**src/hw/cos_pkg.sv**
```systemverilog
// Purpose: Shared constants and carriers for the call operand-size selector.
// Assumes: 32-bit AXI4-Lite register bus, byte addresses below 0x20.
// Notes: Field layouts live in the packed structs below.
package cos_pkg;

  localparam int COS_ADDR_W = 8;
  localparam int COS_DATA_W = 32;

  // Register byte offsets
  localparam logic [7:0] COS_OFS_CTRL = 8'h00;
  localparam logic [7:0] COS_OFS_TARGET = 8'h04;
  localparam logic [7:0] COS_OFS_GATE_OFS = 8'h08;
  localparam logic [7:0] COS_OFS_IP = 8'h0C;
  localparam logic [7:0] COS_OFS_RESULT = 8'h10;
  localparam logic [7:0] COS_OFS_DEST = 8'h14;
  localparam logic [7:0] COS_OFS_RET_ADDR = 8'h18;

  // Reset values
  localparam logic [31:0] COS_RST_WORD = 32'h0000_0000;
  localparam logic COS_RST_READY = 1'b1;

  // Address limits and unit sizes
  localparam logic [31:0] COS_LIMIT_16 = 32'h0000_FFFF;
  localparam logic [2:0] COS_UNIT_16 = 3'h2;
  localparam logic [2:0] COS_UNIT_32 = 3'h4;

  // Bus responses
  localparam logic [1:0] COS_RESP_OKAY = 2'h0;
  localparam logic [1:0] COS_RESP_SLVERR = 2'h2;

  typedef enum logic [1:0] {
    COS_KIND_PTR_CALL,
    COS_KIND_GATE_CALL,
    COS_KIND_INTERRUPT,
    COS_KIND_RETURN
  } cos_kind_e;

  typedef struct packed {
    logic [19:0] unused;
    logic [4:0] count;
    logic priv_change;
    logic stack_big;
    logic gate32;
    logic prefix;
    logic d_flag;
    cos_kind_e kind;
  } cos_ctrl_s;

  typedef struct packed {
    logic [16:0] unused;
    logic [6:0] copy_bytes;
    logic [2:0] stack_unit;
    logic valid;
    logic ret_unsafe;
    logic from_gate;
    logic sp32;
    logic op32;
  } cos_result_s;

endpackage

```
**src/hw/cos_size_resolve.sv**
```systemverilog
// Purpose: Operand-size choice from code segment flag, prefix and gate width.
// Assumes: Pure combinational, used inside the core clock domain.
// Notes: A gate always wins over flag and prefix.
`timescale 1ns/1ps
module cos_size_resolve
  import cos_pkg::*;
(
  // Selection inputs
  input wire logic i_use_gate,
  input wire logic i_gate32,
  input wire logic i_d_flag,
  input wire logic i_prefix,
  // Result
  output logic o_op32
);

  always_comb
  begin
    if (i_use_gate)
    begin
      o_op32 = i_gate32;
    end
    else
    begin
      o_op32 = i_d_flag ^ i_prefix;
    end
  end

endmodule // cos_size_resolve

```
**src/hw/cos_call_size_select.sv**
```systemverilog
// Purpose: Decodes operand size, stack width, destination and parameter copy for transfers.
// Assumes: AXI4-Lite master with at most one write and one read outstanding.
// Notes: Writing the control word starts a decode; results appear two cycles later.
//
// Implementation choices: register access over AXI4-Lite and the placing of the registers.
`timescale 1ns/1ps
module cos_call_size_select
  import cos_pkg::*;
(
  // Clock and reset
  input wire logic i_clock,
  input wire logic i_resetn,
  // AXI4-Lite write address
  input wire logic i_awvalid,
  input wire logic [COS_ADDR_W-1:0] i_awaddr,
  input wire logic [2:0] i_awprot,
  output logic o_awready,
  // AXI4-Lite write data
  input wire logic i_wvalid,
  input wire logic [COS_DATA_W-1:0] i_wdata,
  input wire logic [3:0] i_wstrb,
  output logic o_wready,
  // AXI4-Lite write response
  output logic o_bvalid,
  output logic [1:0] o_bresp,
  input wire logic i_bready,
  // AXI4-Lite read address
  input wire logic i_arvalid,
  input wire logic [COS_ADDR_W-1:0] i_araddr,
  input wire logic [2:0] i_arprot,
  output logic o_arready,
  // AXI4-Lite read data
  output logic o_rvalid,
  output logic [COS_DATA_W-1:0] o_rdata,
  output logic [1:0] o_rresp,
  input wire logic i_rready
);

  logic aw_hold, w_hold, do_write, decode_req, use_gate, op32, read_hit, write_hit;
  logic [COS_ADDR_W-1:0] aw_addr;
  logic [3:0] w_strb;
  logic [31:0] w_data, target, gate_ofs, cur_ip, dest, ret_addr, next_dest, next_ret_addr, read_word;
  cos_ctrl_s ctrl;
  cos_result_s result, next_result;

  function automatic logic [31:0] merge(input logic [31:0] old, input logic [31:0] data,
                                        input logic [3:0] strb);
    logic [31:0] res;
    res = old;
    for (int b = 0; b < 4; b++)
    begin
      if (strb[b])
      begin
        res[8*b +: 8] = data[8*b +: 8];
      end
    end
    return res;
  endfunction

  assign do_write = aw_hold && w_hold && !o_bvalid;
  assign write_hit = (aw_addr == COS_OFS_CTRL) || (aw_addr == COS_OFS_TARGET) ||
                     (aw_addr == COS_OFS_GATE_OFS) || (aw_addr == COS_OFS_IP) ||
                     (aw_addr == COS_OFS_RESULT) || (aw_addr == COS_OFS_DEST) ||
                     (aw_addr == COS_OFS_RET_ADDR);

  // Address and data taken in either order
  always_ff @(posedge i_clock or negedge i_resetn)
  begin
    if (!i_resetn)
    begin
      o_awready <= COS_RST_READY;
      aw_hold <= 1'b0;
      aw_addr <= '0;
    end
    else if (o_awready && i_awvalid)
    begin
      o_awready <= 1'b0;
      aw_hold <= 1'b1;
      aw_addr <= i_awaddr;
    end
    else if (do_write)
    begin
      aw_hold <= 1'b0;
    end
    else if (o_bvalid && i_bready)
    begin
      o_awready <= 1'b1;
    end
  end

  always_ff @(posedge i_clock or negedge i_resetn)
  begin
    if (!i_resetn)
    begin
      o_wready <= COS_RST_READY;
      w_hold <= 1'b0;
      w_data <= COS_RST_WORD;
      w_strb <= '0;
    end
    else if (o_wready && i_wvalid)
    begin
      o_wready <= 1'b0;
      w_hold <= 1'b1;
      w_data <= i_wdata;
      w_strb <= i_wstrb;
    end
    else if (do_write)
    begin
      w_hold <= 1'b0;
    end
    else if (o_bvalid && i_bready)
    begin
      o_wready <= 1'b1;
    end
  end

  // Response; read-only registers ignore writes but answer OKAY
  always_ff @(posedge i_clock or negedge i_resetn)
  begin
    if (!i_resetn)
    begin
      o_bvalid <= 1'b0;
      o_bresp <= COS_RESP_OKAY;
    end
    else if (do_write)
    begin
      o_bvalid <= 1'b1;
      o_bresp <= write_hit ? COS_RESP_OKAY : COS_RESP_SLVERR;
    end
    else if (o_bvalid && i_bready)
    begin
      o_bvalid <= 1'b0;
    end
  end

  // Software-written inputs to the decode
  always_ff @(posedge i_clock or negedge i_resetn)
  begin
    if (!i_resetn)
    begin
      ctrl <= cos_ctrl_s'(COS_RST_WORD);
      target <= COS_RST_WORD;
      gate_ofs <= COS_RST_WORD;
      cur_ip <= COS_RST_WORD;
      decode_req <= 1'b0;
    end
    else
    begin
      decode_req <= do_write && (aw_addr == COS_OFS_CTRL);
      if (do_write)
      begin
        case (aw_addr)
          COS_OFS_CTRL:
          begin
            ctrl <= cos_ctrl_s'(merge(32'(ctrl), w_data, w_strb));
            ctrl.unused <= '0;
          end
          COS_OFS_TARGET: target <= merge(target, w_data, w_strb);
          COS_OFS_GATE_OFS: gate_ofs <= merge(gate_ofs, w_data, w_strb);
          COS_OFS_IP: cur_ip <= merge(cur_ip, w_data, w_strb);
          default: ;
        endcase
      end
    end
  end

  assign use_gate = (ctrl.kind == COS_KIND_GATE_CALL) || (ctrl.kind == COS_KIND_INTERRUPT);

  cos_size_resolve u_resolve (
    .i_use_gate(use_gate),
    .i_gate32(ctrl.gate32),
    .i_d_flag(ctrl.d_flag),
    .i_prefix(ctrl.prefix),
    .o_op32(op32)
  );

  always_comb
  begin
    next_result = '0;
    next_result.valid = 1'b1;
    next_result.op32 = op32;
    next_result.from_gate = use_gate;
    next_result.sp32 = ctrl.stack_big;
    // Push or pop unit follows operand size, also for returns
    next_result.stack_unit = op32 ? COS_UNIT_32 : COS_UNIT_16;
    next_dest = COS_RST_WORD;
    next_ret_addr = COS_RST_WORD;
    case (ctrl.kind)
      COS_KIND_PTR_CALL:
      begin
        // No gate: a 16-bit call only carries a 16-bit offset
        next_dest = op32 ? target : {16'h0000, target[15:0]};
        next_ret_addr = op32 ? cur_ip : {16'h0000, cur_ip[15:0]};
      end
      COS_KIND_GATE_CALL:
      begin
        next_dest = op32 ? gate_ofs : {16'h0000, gate_ofs[15:0]};
        next_ret_addr = op32 ? cur_ip : {16'h0000, cur_ip[15:0]};
        if (ctrl.priv_change)
        begin
          next_result.copy_bytes = op32 ? {ctrl.count, 2'b00} : {1'b0, ctrl.count, 1'b0};
        end
      end
      COS_KIND_INTERRUPT:
      begin
        next_dest = op32 ? gate_ofs : {16'h0000, gate_ofs[15:0]};
        next_ret_addr = op32 ? cur_ip : {16'h0000, cur_ip[15:0]};
        next_result.ret_unsafe = !op32 && (cur_ip > COS_LIMIT_16);
      end
      COS_KIND_RETURN:
      begin
        // Return target is the popped address, cut to the pop width
        next_dest = op32 ? target : {16'h0000, target[15:0]};
      end
      default: ;
    endcase
  end

  // Results; a control write clears valid until the new decode lands
  always_ff @(posedge i_clock or negedge i_resetn)
  begin
    if (!i_resetn)
    begin
      result <= cos_result_s'(COS_RST_WORD);
      dest <= COS_RST_WORD;
      ret_addr <= COS_RST_WORD;
    end
    else if (decode_req)
    begin
      result <= next_result;
      dest <= next_dest;
      ret_addr <= next_ret_addr;
    end
    else if (do_write && (aw_addr == COS_OFS_CTRL))
    begin
      result.valid <= 1'b0;
    end
  end

  always_comb
  begin
    read_hit = 1'b1;
    case (i_araddr)
      COS_OFS_CTRL: read_word = 32'(ctrl);
      COS_OFS_TARGET: read_word = target;
      COS_OFS_GATE_OFS: read_word = gate_ofs;
      COS_OFS_IP: read_word = cur_ip;
      COS_OFS_RESULT: read_word = 32'(result);
      COS_OFS_DEST: read_word = dest;
      COS_OFS_RET_ADDR: read_word = ret_addr;
      default:
      begin
        read_word = COS_RST_WORD;
        read_hit = 1'b0;
      end
    endcase
  end

  always_ff @(posedge i_clock or negedge i_resetn)
  begin
    if (!i_resetn)
    begin
      o_arready <= COS_RST_READY;
      o_rvalid <= 1'b0;
      o_rdata <= COS_RST_WORD;
      o_rresp <= COS_RESP_OKAY;
    end
    else if (o_arready && i_arvalid)
    begin
      o_arready <= 1'b0;
      o_rvalid <= 1'b1;
      o_rdata <= read_word;
      o_rresp <= read_hit ? COS_RESP_OKAY : COS_RESP_SLVERR;
    end
    else if (o_rvalid && i_rready)
    begin
      o_rvalid <= 1'b0;
      o_arready <= 1'b1;
    end
  end

endmodule // cos_call_size_select

```
**config.mk**
```make
export PLATFORM = sky130hd
export DESIGN_NAME = cos_call_size_select
export DESIGN_NICKNAME = d
export VERILOG_FILES = /design/src/hw/cos_pkg.sv /design/src/hw/cos_size_resolve.sv /design/src/hw/cos_call_size_select.sv
export SDC_FILE = /design/constraint.sdc
export NUM_CORES = 1
export LEC_CHECK = 0
export ABC_AREA = 1
export BUFFER_PORTS_ARGS = -buffer_cell sky130_fd_sc_hd__buf_2
export CAP_MARGIN = 20
export CORE_ASPECT_RATIO = 1.1
export CORE_MARGIN = 2
export CORE_UTILIZATION = 35
export CTS_BUF_LIST = sky130_fd_sc_hd__clkbuf_4 sky130_fd_sc_hd__clkbuf_8 sky130_fd_sc_hd__clkbuf_16
export DETAILED_ROUTE_END_ITERATION = 8
export SKIP_CTS_REPAIR_TIMING = 1
export SYNTH_ARGS = -nofsm -noshare
export SYNTH_HDL_FRONTEND = slang
export SYNTH_HIERARCHICAL = 1
export SYNTH_SLANG_ARGS = --single-unit
```
**constraint.sdc**
```tcl
create_clock -name i_clock -period 2.76 [get_ports i_clock]
set_clock_uncertainty 0.15 [all_clocks]
set_input_delay 0.276 -clock i_clock [delete_from_list [all_inputs] [get_ports i_clock]]
set_output_delay 0.276 -clock i_clock [all_outputs]
set_load 0.05 [all_outputs]
```
; ---- Word-level counts from Yosys, hierarchy flattened
; Cells that the tools add are included.
[totals]
regBits = 275
latch_bits = 0
ramBits = 0
romBits = 0
output_inout_bits = 41
memories = 0
[op_classes]
add_sub_neg = 0
multipliers = 0
n_div = 0
magnitude_cmp = 1
eq_ne = 17
shifts = 0
muxes = 30
n_bitwise = 1
n_reduce_logical = 48
[op_table]
columns = cell, n
row1 = 32-bit one-hot mux with 7 select lines, 1
row2 = 32-bit two-way mux, 4
row3 = 32-bit one-hot mux with 2 select lines, 1
row4 = 8-bit by 5-bit == test with 1-bit output (second input constant), 6
row5 = 3-bit AND reduction, 14
row6 = 8-bit by 4-bit == test with 1-bit output (second input constant), 4
row7 = 32-bit by 16-bit greater-than comparator with 1-bit output (second input constant), 1
row8 = 7-bit two-way mux, 3
row9 = 1-bit two-way mux, 18
row10 = 8-bit by 3-bit == test with 1-bit output (second input constant), 2
row11 = 8-bit logical NOT, 2
row12 = 2-bit nonzero test, 7
row13 = 1-bit logical AND, 9
row14 = 1-bit logical OR, 7
row15 = 7-bit OR reduction, 1
row16 = 2-bit == test (second input constant), 2
row17 = 2-bit two-way mux, 2
row18 = 2-bit by 1-bit inequality test with 1-bit output (second input constant), 2
row19 = 2-bit AND reduction, 2
row20 = 2-bit OR reduction, 2
row21 = 3-bit two-way mux, 1
row22 = 3-bit OR reduction, 1
row23 = 2-bit by 1-bit == test with 1-bit output (second input constant), 1
row24 = 1-bit logical NOT, 2
row25 = other kinds (2), 2

; ---- Depth between registers and ports, before layout
[depth]
depth_word = 8
ltp_mapped = 13
depth_no_buf = 10

; ---- Hierarchy
; Netlist, hierarchy kept.
[modules_own_cells]
columns = mod, n_inst, cells_per_inst, area_per_inst_um2, seq_area_each_um2
row1 = cos_call_size_select, 1, 1462, 12094.1, 6760.2
row2 = cos_size_resolve, 1, 8, 31.3, 0.0

; ---- Least setup slack after synthesis
; Ideal clock, no wire load.
[synth_timing]
path_kind = register to register
from = register ctrl[0] (netlist bit)
to = register dest[24]
setup_time_ps = 83
arrival_ps = 2152
required_time_ps = 2527
path_slack_ps = 375
stages_incl_launch_ff = 13
path_buffers = 3
synth_period_minus_slack_ps = 2385
cell_sequence = dfrtp_1 inv_1 ha_1 inv_1 buf_1 nand2_1 nand2_1 buf_2 nand2_1 inv_1 clkbuf_1 o21ai_0 o21ai_0
[synth_rtl]
columns = element, line_no
row1 = "start, declared", cos_call_size_select.sv:43  ; cos_ctrl_s ctrl;
row2 = "start signal, assigned", cos_call_size_select.sv:141  ; ctrl <= cos_ctrl_s'(COS_RST_WORD);
row3 = "start signal, assigned", cos_call_size_select.sv:155  ; ctrl <= cos_ctrl_s'(merge(32'(ctrl), w_data, w_strb));
row4 = "end signal, assigned", cos_call_size_select.sv:231  ; dest <= next_dest;
row5 = "end, declared", cos_call_size_select.sv:42  ; logic [31:0] w_data, target, gate_ofs, cur_ip, dest, ret_addr, next_dest, next_ret_addr, read_word;

==> out/metrics.yaml <==
die:
  die_w_um: 181
  floorplan.rows: 71
  dieArea_mm2: 0.0362
  io_pins: 106
  die-height_um: 199
  coreArea_mm2: 0.0342
  start_util_pct: 35.5
sta:
  setup_ws_ns: 0.270
  tightest_slew_ns: 0.696
  min_period_over_period_pct: 90.2
  maxClockFrequency_mhz: 402
  fin_crit_ns: 2.49
  max_slew_margin_pct: 53.5
  totalNegativeSetupSlack_ns: 0
  drv_slew: 0
  setup-violations-final: 0
  final_hold_viol_count: 0
  rsz0062_at_grt: "false"
  whs_ns: 0.0419
place:
  place_ws_ns: 0.303
  place_congestion: 0.797
  placed_area_mm2: 0.0131
  dpl.hpwl_um: 21900
  io_buffers: 97
  dp_cells: 1951
global_route:
  gr-total-overflow: 0
  grt_pass1_vias: 9816
  grt_pass1_wl_um: 55000
  grt_max_degree: 70
  grt.total_usage_pct: 19.1
  antenna_found_initial: 0
logic_synthesis:
  synth_compound_area_share_pct: 11.8
  synth_top_family_by_area: "simple AND/OR/NAND/NOR gates"
  avgSynthCellArea_um2: 8.25
  ys.warnings.count: 6
  synthAdderAreaFrac_pct: 0.310
  synth_area_leaders: "dfrtp_1, nand2_1, o21ai_0"
  synth.most_common_cell: "nand2_1"
  ys_seq_area_share_pct: 55.8
  yosys.area_share.simple_pct: 24.8
  synth_top_area_share_pct: 55.1
  synth_mux_area_share_pct: 0.464
  synthArstFlopShare_pct: 100
  syn_area_mm2: 0.0121
  syn_inst: 1470
  synth_xor_area_share_pct: 0
  yosys-top-cells-count: "nand2_1, dfrtp_1, o21ai_0"
  ys_ff_latch: 270
  synthFlopType: "dfrtp_1"
  synth_edf_count: 0
  synth_cell_type_count: 30
  yosysTopAreaCell: "dfrtp_1"
routing:
  drtPass1Iterations: 5
  drtIter0Drc: 778
  num_vias: 10200
  drt-vias-per-instance: 4.99
  wl_per_cell_um: 16.6
  remaining_drc_errors: 0
  ant_nets: 0
  wirelength_um: 34000
cts:
  cts_buffers: 30
  cts.sinks: 270
  clk_latency_ns: 0.56
  h-tree-depth: 1
  root_buffer: "clkbuf_16"
  clock_path_buffers: 3
  tritoncts: "yes"
  path_clk_slew_ns: 0.06
power:
  leakagePower_nw: 7.25
  seqPwrFrac_pct: 45.0
  p_int_mw: 7.64
  total_power_mw: 11.0
  pwr-share-comb_pct: 17.7
  clkPwrFrac_pct: 37.3
  swShare_pct: 30.6
  p_sw_mw: 3.37
  power_density_mw_per_mm2: 756
  vdd_drop_max_v: 0.000660
outcome:
  status: "completed"
critical_path:
  crit_type: "reg2reg"
  startpoint_type: "register"
  critPathRequiredTime_ns: 3.09
  end_kind: "register"
  cp_max_fo: 22
  cp.arrival_ns: 2.82
finish:
  drive_gt1_share_pct: 12.4
  nFillCells: 3452
  fin_util_pct: 42.6
  area_growth_pct: 20.1
  final_cell_count_no_fill: 2053
  n_antenna_cell: 0
  regArea_mm2: 0.00676
  nets: 1660
  multi_input_area_mm2: 0.00457
  design_area_mm2: 0.0146
hold_path:
  hp-class: "in2reg"
job:
  max_cap_viol_count: 0
-- worst max-delay path, cell delays in order (launching register included) --
cell and delay (ns):
dfrtp_1 0.41, inv_1 0.06, ha_1 0.30, inv_1 0.26, nand2_1 0.09, nand2_1 0.26, nand2_1 0.18, inv_1 0.10
buf_4 0.27, o21ai_0 0.13, o21ai_0 0.18
-- cells by family (layout without fill, tap and decap cells) --
logic type,after synthesis,after routing
flip-flops,270,270
other,1,2
multiplexers,5,5
buffers and inverters,190,334
adder cells (fa/ha/maj),3,3
AO/OA/AOI/OAI,277,277
AND/OR/NAND/NOR,724,724
-- cell type report --
| class | instances | share of cell area, % |
|---|---|---|
| Clock buffer | 46 | 6.36 |
| Clock inverter | 9 | 0.696 |
| Inverter | 103 | 2.65 |
| Multi-Input combinational cell | 1011 | 31.4 |
| Sequential cell | 270 | 46.4 |
| Tap cell | 438 | 3.76 |
| Timing Repair Buffer | 176 | 8.71 |
-- routing by layer --
layer | vias up | share of wire [%] | routed length, µm | global-route usage [%]
met2 | 319 | 43 | 14600 | 29.2
met3 | 33 | 5.9 | 2000 | 2.66
met1 | 4849 | 50 | 16900 | 28.7
li1 | 5046 | - | - | -
met4 | 0 | 1.4 | 482 | 4.49
met5 | - | 0 | 0 | 0
-- power by group through the flow --
stage	sequential (mW)	clock [mW]	combinational, mW
floorplan	5.09	0	1.09
CTS	4.95	4.21	1.91
global route	5.04	4.37	2.21
detailed placement	5.01	0	1.91
global placement	4.99	0	1.86
finish	4.95	4.11	1.95
-- worst paths after layout --
path                                   from      endpoint  slack, ns  depth (start not counted)
worst max-delay path                ctrl[0]      dest[18]       0.27                         10
worst min-delay path            i_araddr[0]    o_rresp[1]       0.04                          5
worst max register to register      ctrl[0]      dest[18]       0.27                         10
worst min register to register  o_rdata[15]   o_rdata[15]       0.32                          2
max in group asynchronous          i_resetn     o_awready       1.56                          3
min in group asynchronous          i_resetn  gate_ofs[22]       0.10                          2
-- sequential cells by signal (all words and copies together) (netlist names), 4 cells and up --
| name | flops |
|---|---|
| aw_addr | 8 |
| ctrl | 12 |
| cur_ip | 32 |
| dest | 32 |
| gate_ofs | 32 |
| o_rdata | 32 |
| result | 12 |
| ret_addr | 32 |
| target | 32 |
| w_data | 32 |
| w_strb | 4 |
-- placed cells by master, fill, tap and decap left out, types with 2 or more instances in the layout --
cell type | netlist | routed
ha_1 | 3 | 3
a21oi_1 | 40 | 40
o22ai_1 | 9 | 9
o21ai_1 | 8 | 8
dfstp_2 | 3 | 3
nor2_1 | 125 | 122
clkbuf_4 | 0 | 9
nand3_1 | 202 | 202
clkinv_2 | 0 | 5
nor3_2 | 2 | 2
a32o_1 | 6 | 6
mux2_2 | 5 | 5
conb_1 | 1 | 2
buf_12 | 0 | 5
dfrtp_1 | 267 | 267
nor4_1 | 4 | 4
nor2_4 | 0 | 3
clkbuf_8 | 0 | 6
buf_4 | 2 | 27
dlygate4sd3_1 | 0 | 47
inv_1 | 101 | 101
nand2_1 | 387 | 386
o21ai_0 | 210 | 210
buf_2 | 25 | 96
clkbuf_16 | 0 | 31
o31ai_1 | 2 | 2
bufinv_16 | 0 | 2
No activity file was read; power rests on OpenSTA's default activity.
